==> config.mk <==
export PLATFORM = sky130hd
export DESIGN_NAME = sar_top
export DESIGN_NICKNAME = d
export VERILOG_FILES = /design/src/hw/sar_pkg.sv /design/src/hw/sar_ctl_if.sv /design/src/hw/sar_start_det.sv /design/src/hw/sar_wb_regs.sv /design/src/hw/sar_top.sv
export VERILOG_INCLUDE_DIRS = /design/src /design/src/hw
export SDC_FILE = /design/constraint.sdc
export NUM_CORES = 1
export LEC_CHECK = 0
export BUFFER_PORTS_ARGS = -buffer_cell sky130_fd_sc_hd__buf_4
export CAP_MARGIN = 20
export CORE_ASPECT_RATIO = 0.5
export CORE_MARGIN = 2
export CORE_UTILIZATION = 55
export DETAILED_ROUTE_END_ITERATION = 16
export GPL_ROUTABILITY_DRIVEN = 0
export PLACE_DENSITY = 0.82
export SLEW_MARGIN = 20
export SYNTH_ARGS = -nofsm -noshare
export SYNTH_HDL_FRONTEND = slang
export SYNTH_SLANG_ARGS = --single-unit
==> constraint.sdc <==
create_clock -name clk_i -period 4.95 [get_ports clk_i]
set_input_delay 0 -clock clk_i [delete_from_list [all_inputs] [get_ports clk_i]]
set_output_delay 0 -clock clk_i [all_outputs]
set_load 0.1 [all_outputs]
==> src/hw/sar_map.svh <==
// constants for the converter start and parallel readout block
// Contract
// - busy low from start until result stored
// - byte select low gives upper byte
// - select and read/convert ORed; falling select with read/convert low starts
// - result bus driven only when selected and reading
// - result bus 16 bits, bit 15 most significant
// - read/convert falling with select low, idle starts
// - read/convert rising with select low drives bus
// - result coded as two's complement
// - sampler tracks again once conversion ends; start level still low then: code keeps the old sample and restarts
`ifndef SAR_MAP_SVH
`define SAR_MAP_SVH

// ****************************************************************
// timing
// ****************************************************************
`define SAR_CLK_NS 10
`define SAR_T_CONV_NS 2000
`define SAR_T_START_NS 40
`define SAR_RES_W 16
// longest time, rounded down
`define SAR_CONV_CYC ((`SAR_T_CONV_NS) / (`SAR_CLK_NS))
`define SAR_STEP_CYC ((`SAR_CONV_CYC) / (`SAR_RES_W))
`define SAR_START_CYC (((`SAR_T_START_NS) + (`SAR_CLK_NS) - 1) / (`SAR_CLK_NS))

// ****************************************************************
// register map, byte addresses
// ****************************************************************
`define SAR_OFF_CTRL 8'h00
`define SAR_OFF_STATUS 8'h04
`define SAR_OFF_RESULT 8'h08
`define SAR_OFF_COUNT 8'h0C
`define SAR_CTRL_EN 0
`define SAR_CTRL_RST 1'h1
`define SAR_STS_BUSY 0
`define SAR_STS_TRACK 1
`define SAR_STS_STALE 2
`define SAR_RESULT_MSB 15
`define SAR_RESULT_LSB 0
`define SAR_MID_FLIP 16'h8000

`endif

==> src/hw/sar_pkg.sv <==
// types of the converter start and parallel readout block
`default_nettype none
package sar_pkg;
    typedef enum logic [1:0] {
        SAR_IDLE = 2'b00,
        SAR_CONV = 2'b01,
        SAR_UPDT = 2'b10
    } sar_state_t;

    typedef struct packed {
        sar_state_t state;
        logic [3:0] bit_idx;
        logic [7:0] step_cnt;
        logic [15:0] held;
        logic [15:0] approx;
        logic [15:0] result;
        logic [15:0] count;
        logic stale;
        logic done;
    } sar_core_t;

    typedef struct packed {
        logic comb_prev;
    } sar_det_t;

    typedef struct packed {
        logic ack;
        logic [31:0] dat;
        logic en;
    } sar_wb_t;
endpackage : sar_pkg
`default_nettype wire

==> src/hw/sar_ctl_if.sv <==
// control and status between register slave and conversion core
`timescale 1ns/1ps
`default_nettype none
interface sar_ctl_if;
    logic en;
    logic clr_stale;
    logic busy;
    logic track;
    logic stale;
    logic [15:0] result;
    logic [15:0] count;
    modport regs (output en, output clr_stale, input busy, input track, input stale, input result, input count);
    modport core (input en, input clr_stale, output busy, output track, output stale, output result, output count);
endinterface : sar_ctl_if
`default_nettype wire

==> src/hw/sar_start_det.sv <==
// start edge detector and bus enable decode for the host pins
`timescale 1ns/1ps
`default_nettype none
module sar_start_det (
    input wire logic clk_i,
    input wire logic rst_i,
    input wire logic sel_n_i,
    input wire logic rd_conv_i,
    output logic start_o,
    output logic hold_lvl_o,
    output logic oe_o
);
    import sar_pkg::*;
    sar_det_t s_ff;
    sar_det_t nxt_s;
    logic comb;

    // pins ORed, low level means convert
    assign comb = sel_n_i | rd_conv_i;
    assign hold_lvl_o = ~comb;
    // falling edge of the OR is the start
    assign start_o = s_ff.comb_prev & ~comb;
    // drive only when selected and reading
    assign oe_o = ~sel_n_i & rd_conv_i;

    always_comb
    begin
        nxt_s = s_ff;
        nxt_s.comb_prev = comb;
    end

    always_ff @(posedge clk_i)
    begin
        if (rst_i)
        begin
            s_ff <= '{comb_prev: 1'b1};
        end
        else
        begin
            s_ff <= nxt_s;
        end
    end
endmodule : sar_start_det
`default_nettype wire

==> src/hw/sar_wb_regs.sv <==
// classic wishbone register slave for the converter block
`timescale 1ns/1ps
`default_nettype none
`include "sar_map.svh"
module sar_wb_regs (
    input wire logic clk_i,
    input wire logic rst_i,
    input wire logic wb_cyc_i,
    input wire logic wb_stb_i,
    input wire logic wb_we_i,
    input wire logic [7:0] wb_adr_i,
    input wire logic [3:0] wb_sel_i,
    input wire logic [31:0] wb_dat_i,
    output logic [31:0] wb_dat_o,
    output logic wb_ack_o,
    sar_ctl_if.regs ctl
);
    import sar_pkg::*;
    sar_wb_t s_ff;
    sar_wb_t nxt_s;
    logic commit;

    // writes land on the edge where the master sees ack
    assign commit = wb_cyc_i & wb_stb_i & wb_we_i & s_ff.ack & wb_sel_i[0];
    assign ctl.clr_stale = commit && wb_adr_i == `SAR_OFF_STATUS && wb_dat_i[`SAR_STS_STALE];
    assign ctl.en = s_ff.en;
    assign wb_ack_o = s_ff.ack;
    assign wb_dat_o = s_ff.dat;

    always_comb
    begin
        nxt_s = s_ff;
        nxt_s.ack = wb_cyc_i & wb_stb_i & ~s_ff.ack;
        if (wb_cyc_i && wb_stb_i && !s_ff.ack)
        begin
            // unmapped addresses answer zero
            unique case (wb_adr_i)
                `SAR_OFF_CTRL: nxt_s.dat = {31'h0000_0000, s_ff.en};
                `SAR_OFF_STATUS: nxt_s.dat = {29'h0000_0000, ctl.stale, ctl.track, ctl.busy};
                `SAR_OFF_RESULT: nxt_s.dat = {16'h0000, ctl.result};
                `SAR_OFF_COUNT: nxt_s.dat = {16'h0000, ctl.count};
                default: nxt_s.dat = 32'h0000_0000;
            endcase
        end
        if (commit && wb_adr_i == `SAR_OFF_CTRL)
        begin
            nxt_s.en = wb_dat_i[`SAR_CTRL_EN];
        end
    end

    always_ff @(posedge clk_i)
    begin
        if (rst_i)
        begin
            s_ff <= '{ack: 1'b0, dat: 32'h0000_0000, en: `SAR_CTRL_RST};
        end
        else
        begin
            s_ff <= nxt_s;
        end
    end
endmodule : sar_wb_regs
`default_nettype wire

==> src/hw/sar_top.sv <==
// converter start control, successive approximation core and parallel readout
`timescale 1ns/1ps
`default_nettype none
`include "sar_map.svh"
module sar_top #(
    parameter int unsigned RES_W = `SAR_RES_W,
    parameter int unsigned STEP_CYC = `SAR_STEP_CYC
) (
    input wire logic clk_i,
    input wire logic rst_i,
    input wire logic wb_cyc_i,
    input wire logic wb_stb_i,
    input wire logic wb_we_i,
    input wire logic [7:0] wb_adr_i,
    input wire logic [3:0] wb_sel_i,
    input wire logic [31:0] wb_dat_i,
    output logic [31:0] wb_dat_o,
    output logic wb_ack_o,
    input wire logic sel_n_i,
    input wire logic rd_conv_i,
    input wire logic byte_sel_i,
    input wire logic [15:0] sample_i,
    output logic busy_n_o,
    output logic [15:0] result_o,
    output logic [7:0] byte_o,
    output logic result_oe_o
);
    import sar_pkg::*;

    // ****************************************************************
    // elaboration checks
    // ****************************************************************
    if (RES_W != 16)
    begin : g_bad_width
        $error("sar_top: result width must be 16");
    end
    if (STEP_CYC < 1 || STEP_CYC > 256)
    begin : g_bad_step
        $error("sar_top: step length must be 1 to 256 cycles");
    end

    // ****************************************************************
    // submodules
    // ****************************************************************
    sar_ctl_if ctl ();
    sar_core_t s_ff;
    sar_core_t nxt_s;
    logic start;
    logic hold_lvl;
    logic step_end;
    logic go_fresh;
    logic go_stale;
    logic [15:0] trial;

    sar_start_det u_det (
        .clk_i(clk_i),
        .rst_i(rst_i),
        .sel_n_i(sel_n_i),
        .rd_conv_i(rd_conv_i),
        .start_o(start),
        .hold_lvl_o(hold_lvl),
        .oe_o(result_oe_o)
    );

    sar_wb_regs u_regs (
        .clk_i(clk_i),
        .rst_i(rst_i),
        .wb_cyc_i(wb_cyc_i),
        .wb_stb_i(wb_stb_i),
        .wb_we_i(wb_we_i),
        .wb_adr_i(wb_adr_i),
        .wb_sel_i(wb_sel_i),
        .wb_dat_i(wb_dat_i),
        .wb_dat_o(wb_dat_o),
        .wb_ack_o(wb_ack_o),
        .ctl(ctl)
    );

    // ****************************************************************
    // status toward software
    // ****************************************************************
    assign ctl.busy = s_ff.state != SAR_IDLE;
    assign ctl.track = s_ff.state == SAR_IDLE;
    assign ctl.stale = s_ff.stale;
    assign ctl.result = s_ff.result;
    assign ctl.count = s_ff.count;

    // ****************************************************************
    // host pins
    // ****************************************************************
    // busy low for the whole conversion and update
    assign busy_n_o = s_ff.state == SAR_IDLE;
    // full word straight from the output register
    assign result_o = s_ff.result;
    // byte select low gives the upper byte
    assign byte_o = byte_sel_i ? s_ff.result[7:0] : s_ff.result[`SAR_RESULT_MSB:8];

    // ****************************************************************
    // conversion control
    // ****************************************************************
    // only an idle core accepts a start edge
    assign go_fresh = s_ff.state == SAR_IDLE && start && ctl.en && !s_ff.done;
    // level still low when busy rises: restart on the old sample
    assign go_stale = s_ff.state == SAR_IDLE && s_ff.done && hold_lvl && ctl.en;
    // step divider, one enable pulse per bit decision
    assign step_end = s_ff.step_cnt == 8'(STEP_CYC - 1);
    assign trial = s_ff.approx | (16'h0001 << s_ff.bit_idx);

    always_comb
    begin
        nxt_s = s_ff;
        nxt_s.done = 1'b0;
        // set wins over a software clear in the same cycle
        if (ctl.clr_stale)
        begin
            nxt_s.stale = 1'b0;
        end
        unique case (s_ff.state)
            SAR_IDLE:
            begin
                // sampler tracks the input while idle, except in the cycle of a stale restart
                if (!go_stale)
                begin
                    nxt_s.held = sample_i;
                end
                // start edge from either pin puts the sampler in hold
                if (go_fresh || go_stale)
                begin
                    nxt_s.state = SAR_CONV;
                    nxt_s.bit_idx = 4'hF;
                    nxt_s.step_cnt = 8'h00;
                    nxt_s.approx = 16'h0000;
                end
                if (go_stale)
                begin
                    nxt_s.stale = 1'b1;
                end
            end
            SAR_CONV:
            begin
                nxt_s.step_cnt = step_end ? 8'h00 : 8'(s_ff.step_cnt + 8'h01);
                if (step_end)
                begin
                    // compare in offset binary so the search is monotonic
                    if (trial <= (s_ff.held ^ `SAR_MID_FLIP))
                    begin
                        nxt_s.approx = trial;
                    end
                    if (s_ff.bit_idx == 4'h0)
                    begin
                        nxt_s.state = SAR_UPDT;
                    end
                    else
                    begin
                        nxt_s.bit_idx = 4'(s_ff.bit_idx - 4'h1);
                    end
                end
            end
            SAR_UPDT:
            begin
                nxt_s.result = s_ff.approx ^ `SAR_MID_FLIP;
                nxt_s.count = 16'(s_ff.count + 16'h0001);
                nxt_s.state = SAR_IDLE;
                nxt_s.done = 1'b1;
            end
            default:
            begin
                nxt_s.state = SAR_IDLE;
            end
        endcase
    end

    always_ff @(posedge clk_i)
    begin
        if (rst_i)
        begin
            s_ff <= '{state: SAR_IDLE, bit_idx: 4'h0, step_cnt: 8'h00, held: 16'h0000,
                      approx: 16'h0000, result: 16'h0000, count: 16'h0000,
                      stale: 1'b0, done: 1'b0};
        end
        else
        begin
            s_ff <= nxt_s;
        end
    end

    // ****************************************************************
    // checks
    // ****************************************************************
    // helper: length of the current busy low period
    logic [15:0] busy_low_cnt_ff;
    always_ff @(posedge clk_i)
    begin
        if (rst_i || busy_n_o)
        begin
            busy_low_cnt_ff <= 16'h0000;
        end
        else
        begin
            busy_low_cnt_ff <= 16'(busy_low_cnt_ff + 16'h0001);
        end
    end
endmodule : sar_top
`default_nettype wire

* Word level (Yosys, flattened, before mapping) *
Index checks and enable logic that the tools add are counted.

word-level totals
  register bits = 115
  bits of input ports = 68
  logic and storage cells = 85
  output and inout port bits = 59

operators by class
  reductions and logical operators = 24
  shift operators = 1
  order comparisons = 1
  mux-type cells = 17
  equal/unequal tests = 11
  add/subtract/negate cells = 3
  bitwise logic cells = 15

operator list
  kind                                                 count
  one-hot mux 16 bit (4 select lines)                  1
  2-to-1 mux 16 bit                                    3
  one-hot mux 16 bit (2 select lines)                  1
  equality test 8 x 4 -> 1 bit, second input constant  3
  one-hot mux 12 bit (2 select lines)                  1
  adder 16 x 1 -> 16 bit, second input constant        1
  less-or-equal comparator 16 bit                      1
  2-to-1 mux 8 bit                                     2
  OR 16 bit                                            1
  left shift 1 x 4 -> 16 bit, first input constant     1
  2-to-1 mux 14 bit                                    1
  logical AND 1 bit                                    11
  != test 2 bit, second input constant                 5
  adder 8 x 1 -> 8 bit, second input constant          1
  equality test 8 x 3 -> 1 bit, second input constant  1
  zero test 8 bit                                      1
  AND reduction 4 bit                                  2
  bitwise AND 1 bit                                    7
  2-to-1 mux 6 bit                                     1
  inverter 1 bit                                       6
  zero test 4 bit                                      1
  2-to-1 mux 1 bit                                     4
  2-to-1 mux 4 bit                                     1
  one-hot mux 2 bit (2 select lines)                   1
  other kinds (11)                                     14

* Longest topological paths before layout *
  depth in word-level cells = 9
  mapped depth = 13
  mapped depth without buffers = 11

* Hierarchy *
From an unflattened synthesis, not the netlist that was laid out.

second synthesis, totals
  cell total of the unflattened synthesis = 582
  area, all modules = 5032.3 sq um

modules (own cells, without submodules)
  module         cells an instance  area an instance (sq um)  seq. area each (sq um)  times used
  sar_top        487                4012.6                    1601.5                  1
  sar_wb_regs    90                 975.9                     360.3                   1
  sar_start_det  5                  43.8                      20.0                    1

* Least setup slack after synthesis *
OpenSTA, ideal clock, no wires.

  path kind = reg2reg
  start = register s_ff[74] (netlist bit)
  end = register s_ff[35] (netlist bit)
  cell stages (with the launch flop) = 14
  buffers on the path = 2
  library setup time = 0.122 ns
  required time = 4.828 ns
  slack = 2.486 ns
  arrival = 2.343 ns
  clock period less this slack = 2.464 ns
  cells stage by stage = dfxtp_1 > inv_1 > ha_1 > or3b_1 > inv_1 > nor2_1 > ha_1 > nor2b_1 > o211ai_1 > a2111oi_0 > or4_1 > clkbuf_2 > buf_2 > a21oi_1

between the ends
  word-level cells in the longest chain between the ends = 5
  elaborated cells on any way between the ends = 8
  those cells by class = order compare: 1; eq/ne: 1; shift: 1; mux: 3; bitwise: 1; reduce/logical: 1

RTL lines
  item                                                                                         RTL line        RTL
  start: declaration                                                                           sar_top.sv:46   sar_core_t s_ff;
  start signal: assignment                                                                     sar_top.sv:177  s_ff <= '{state: SAR_IDLE, bit_idx: 4'h0, step_cnt: 8'h00, held: 16'h0000,
  start signal: assignment                                                                     sar_top.sv:183  s_ff <= nxt_s;
  left shift 1 x 4 -> 16 bit *                                                                 sar_top.sv:107  assign trial = s_ff.approx | (16'h0001 << s_ff.bit_idx);
  OR 16 bit *                                                                                  sar_top.sv:107
  less-or-equal comparator 16 bit or 2-to-1 mux 16 bit (tied branches)                         sar_top.sv:145  if (trial <= (s_ff.held ^ `SAR_MID_FLIP))
  != test 2 bit (no source line) or 2-to-1 mux 16 bit (tied branches)                          --
  AND reduction 4 bit (no source line) or one-hot mux 16 bit (2 select lines) (tied branches)  --

Every way passes the cells marked *; elsewhere a longest branch is shown, timed or not. The select of a mux whose other input is x is not followed.
A chain may end at the register's enable or synchronous reset.

* Worst setup path in the final report *
  start = register s_ff[74] (netlist bit)
  end = register s_ff[34] (netlist bit)

Same word-level chain as after synthesis.

==> out/results.tsv <==
metric	value	unit
status	completed	
cp_max_fo	16	
syn_to_final_growth	19.46	%
layout_commonest_cell	dfxtp_1	
yosys-top-cells-area	dfxtp_1 39%, a21oi_1 6.4%, nand2_1 6.0%, ha_1 5.7%, buf_4 5.1%	
clockRootBuffer	clkbuf_16	
drive_gt1_share	18.62	%
final_cell_mix	99 x dfxtp_1, 81 x nand2_1, 80 x buf_4	
insertion_delay	350	ps
setup-violations-final	0	
io_pins	127	
p_leak	2.495	nW
rows	24	
cellPowerDensity	327.7	nW/um^2
synth_edf_count	0	
final_hold_viol_count	0	
hp-class	in -> reg	
fin_total_pwr	0.001973	W
drt_iter0_markers	291	
grt_max_degree	82	
drc	0	
antenna_left	0	
cts_setup_buffers	0	
slew_headroom	43.76	%
synthCells	597	
grtUsageTotal	23.25	%
min_period	2982	ps
ys.flop_type	dfxtp_1	
crit_path_end_kind	flip-flop	
cts_htree_levels	3	
cts_tree	yes	
avgViaCountPerCell	5.545	
startpoint_type	flip-flop	
insertedDiodeCount	0	
routed_wl	11.36	mm
stdcell_count	783	
worstPathArrival	3250	ps
period_share	60.23	%
cp_top_family	simple AND/OR/NAND/NOR gates	
clk_path_buf_depth	2	
numCtsBuffers	9	
layout.nets	752	
cp.required	5220	ps
max_stage_delay	770	ps
hold_buffers	20	
rsz0062_at_grt	false	
vias	4342	
core-area	8798	um^2
slew_viol_final	0	
crit_path_top_delay_cell	or4_1	
detail_route.first_pass.iterations	5	
final.setup.tns	0	ps
place_inst	747	
synth_area_leader_cell	dfxtp_1	
synth-warning-count	0	
synth-seq-cells	99	
worstSetupPathType	reg -> reg	
yosysUniqueCellTypes	56	
tightest_slew	843.7	ps
crit_chain	inv_1 > ha_1 > or3b_1 > inv_1 > nor2_1 > ha_1 > nor2b_1 > o211ai_1 > a2111oi_0 > or4_1 > o31ai_1	
skew	7.004	ps
yosysSeqAreaShare	39.32	%
ir_drop	0.0002318	V
max_freq	0.3354	GHz
antenna_found_initial	0	
start_util	57.28	%
place_hpwl	7.865	mm
fill_cells	714	
first_global_vias	3906	
numPortBuffers	77	
path_clk_slew	70	ps
overflow	0	
avgRoutedWirePerCell	14.51	um
crit_buf_inv	2	
async_flop_share	0	%
netlist.area_leader.share	39.32	%
cts-resized-gates	0	
die_x	139.4	um
syn_avg_cell_area	8.442	um^2
die_h	71.69	um
grt_first_pass_wirelength	18.82	mm
cts.sinks	99	
syn_area	5040	um^2
dieArea	9992	um^2
max_cap_viol_count	0	
[routing by layer]
metal | global-route usage, % | part of all wire (%)
met5 | 0 | 0
met4 | 6.958 | 1.1
met3 | 5.013 | 6.4
met2 | 37.36 | 45
met1 | 31.90 | 48
[worst register-to-register path: stages, from the launching register on]
cell and delay, ps:
dfxtp_1 430, inv_1 120, ha_1 270, or3b_1 250
inv_1 80, nor2_1 180, ha_1 180, nor2b_1 40
o211ai_1 150, a2111oi_0 120, or4_1 770, o31ai_1 310
[Yosys cell counts (all sizes together) (2+ instances only)]
cell type and number:
a311oi 3, ha 23, nor3 4, a22oi 17, a31oi 3, o211ai 16, mux2 9, or2 3
xor2 7, a2bb2oi 13, xnor2 9, buf 43, nand3b 4, nor4b 2, clkbuf 19, nand4 9
a211oi 4, inv 20, dfxtp 99, a21oi 66, nand3 11, or3 5, a31o 4, and4 4
o21ai 10, nand2 82, a21o 14, nand2b 3, nor2b 10, nor4 8, and3 6, nor2 56
[logic make-up (layout without fill, tap and decap cells)]
family	Yosys count	after routing	synth area share, %
adder cells (fa/ha/maj)	23	23	5.710
XOR/XNOR	16	16	2.781
buffers and inverters	82	136	9.111
multiplexers	11	11	2.656
AND/OR/NAND/NOR	211	211	20.43
other	1	16	0.07441
AO/OA/AOI/OAI	154	154	19.91
flip-flops	99	99	39.32
[power by group]
group | switching, W | internal (W)
registers | 0.0000240 | 0.000818
clock network | 0.000296 | 0.000534
logic | 0.000201 | 0.0000997
total | 0.000521 | 0.00145
[worst paths after layout]
check / endpoint / depth (start not counted) / slack, ps / startpoint
worst max-delay path: s_ff[34] / 11 / 1970 / s_ff[74]
worst min-delay path: ctl.stale / 4 / 20 / sel_n_i
worst max register to register: s_ff[34] / 11 / 1970 / s_ff[74]
worst min register to register: s_ff[55] / 2 / 450 / s_ff[55]
[per-stage QoR]
step | hold WS, ps | area (um^2) | setup WS [ps] | util, %
3_5_place_dp | 227.7 | 5459 | 2042 | 62.04
6_report | 24.73 | 6021 | 1968 | 68.43
5_1_grt | 75.89 | 6021 | 1824 | 68.43
2_1_floorplan | 102.3 | 5096 | 2486 | -
3_3_place_gp | 213.8 | 5459 | 2058 | 62.04
4_1_cts | 10.50 | 6021 | 2006 | 68.43
[flip-flops by register name, summed over array words and instances, names as in the netlist]
| register | cells |
|---|---|
| u_regs.ctl.en | 1 |
| s_ff | 47 |
| result_o | 16 |
| ctl.count | 16 |
| ctl.stale | 1 |
| u_det.s_ff | 1 |
| u_regs.wb_dat_o | 16 |
| u_regs.wb_ack_o | 1 |
[area by class of cell]
type / count / area [um^2] / share of cell area [%]
clock buffer: 12 / 266.5 / 4.426
clock inverter: 4 / 95.09 / 1.579
inverter: 20 / 75.07 / 1.247
multi-input combinational: 431 / 2655 / 44.10
sequential: 99 / 1982 / 32.92
tap: 117 / 146.4 / 2.431
timing repair buffer: 100 / 800.8 / 13.30
(Power assumes the default switching activity.)
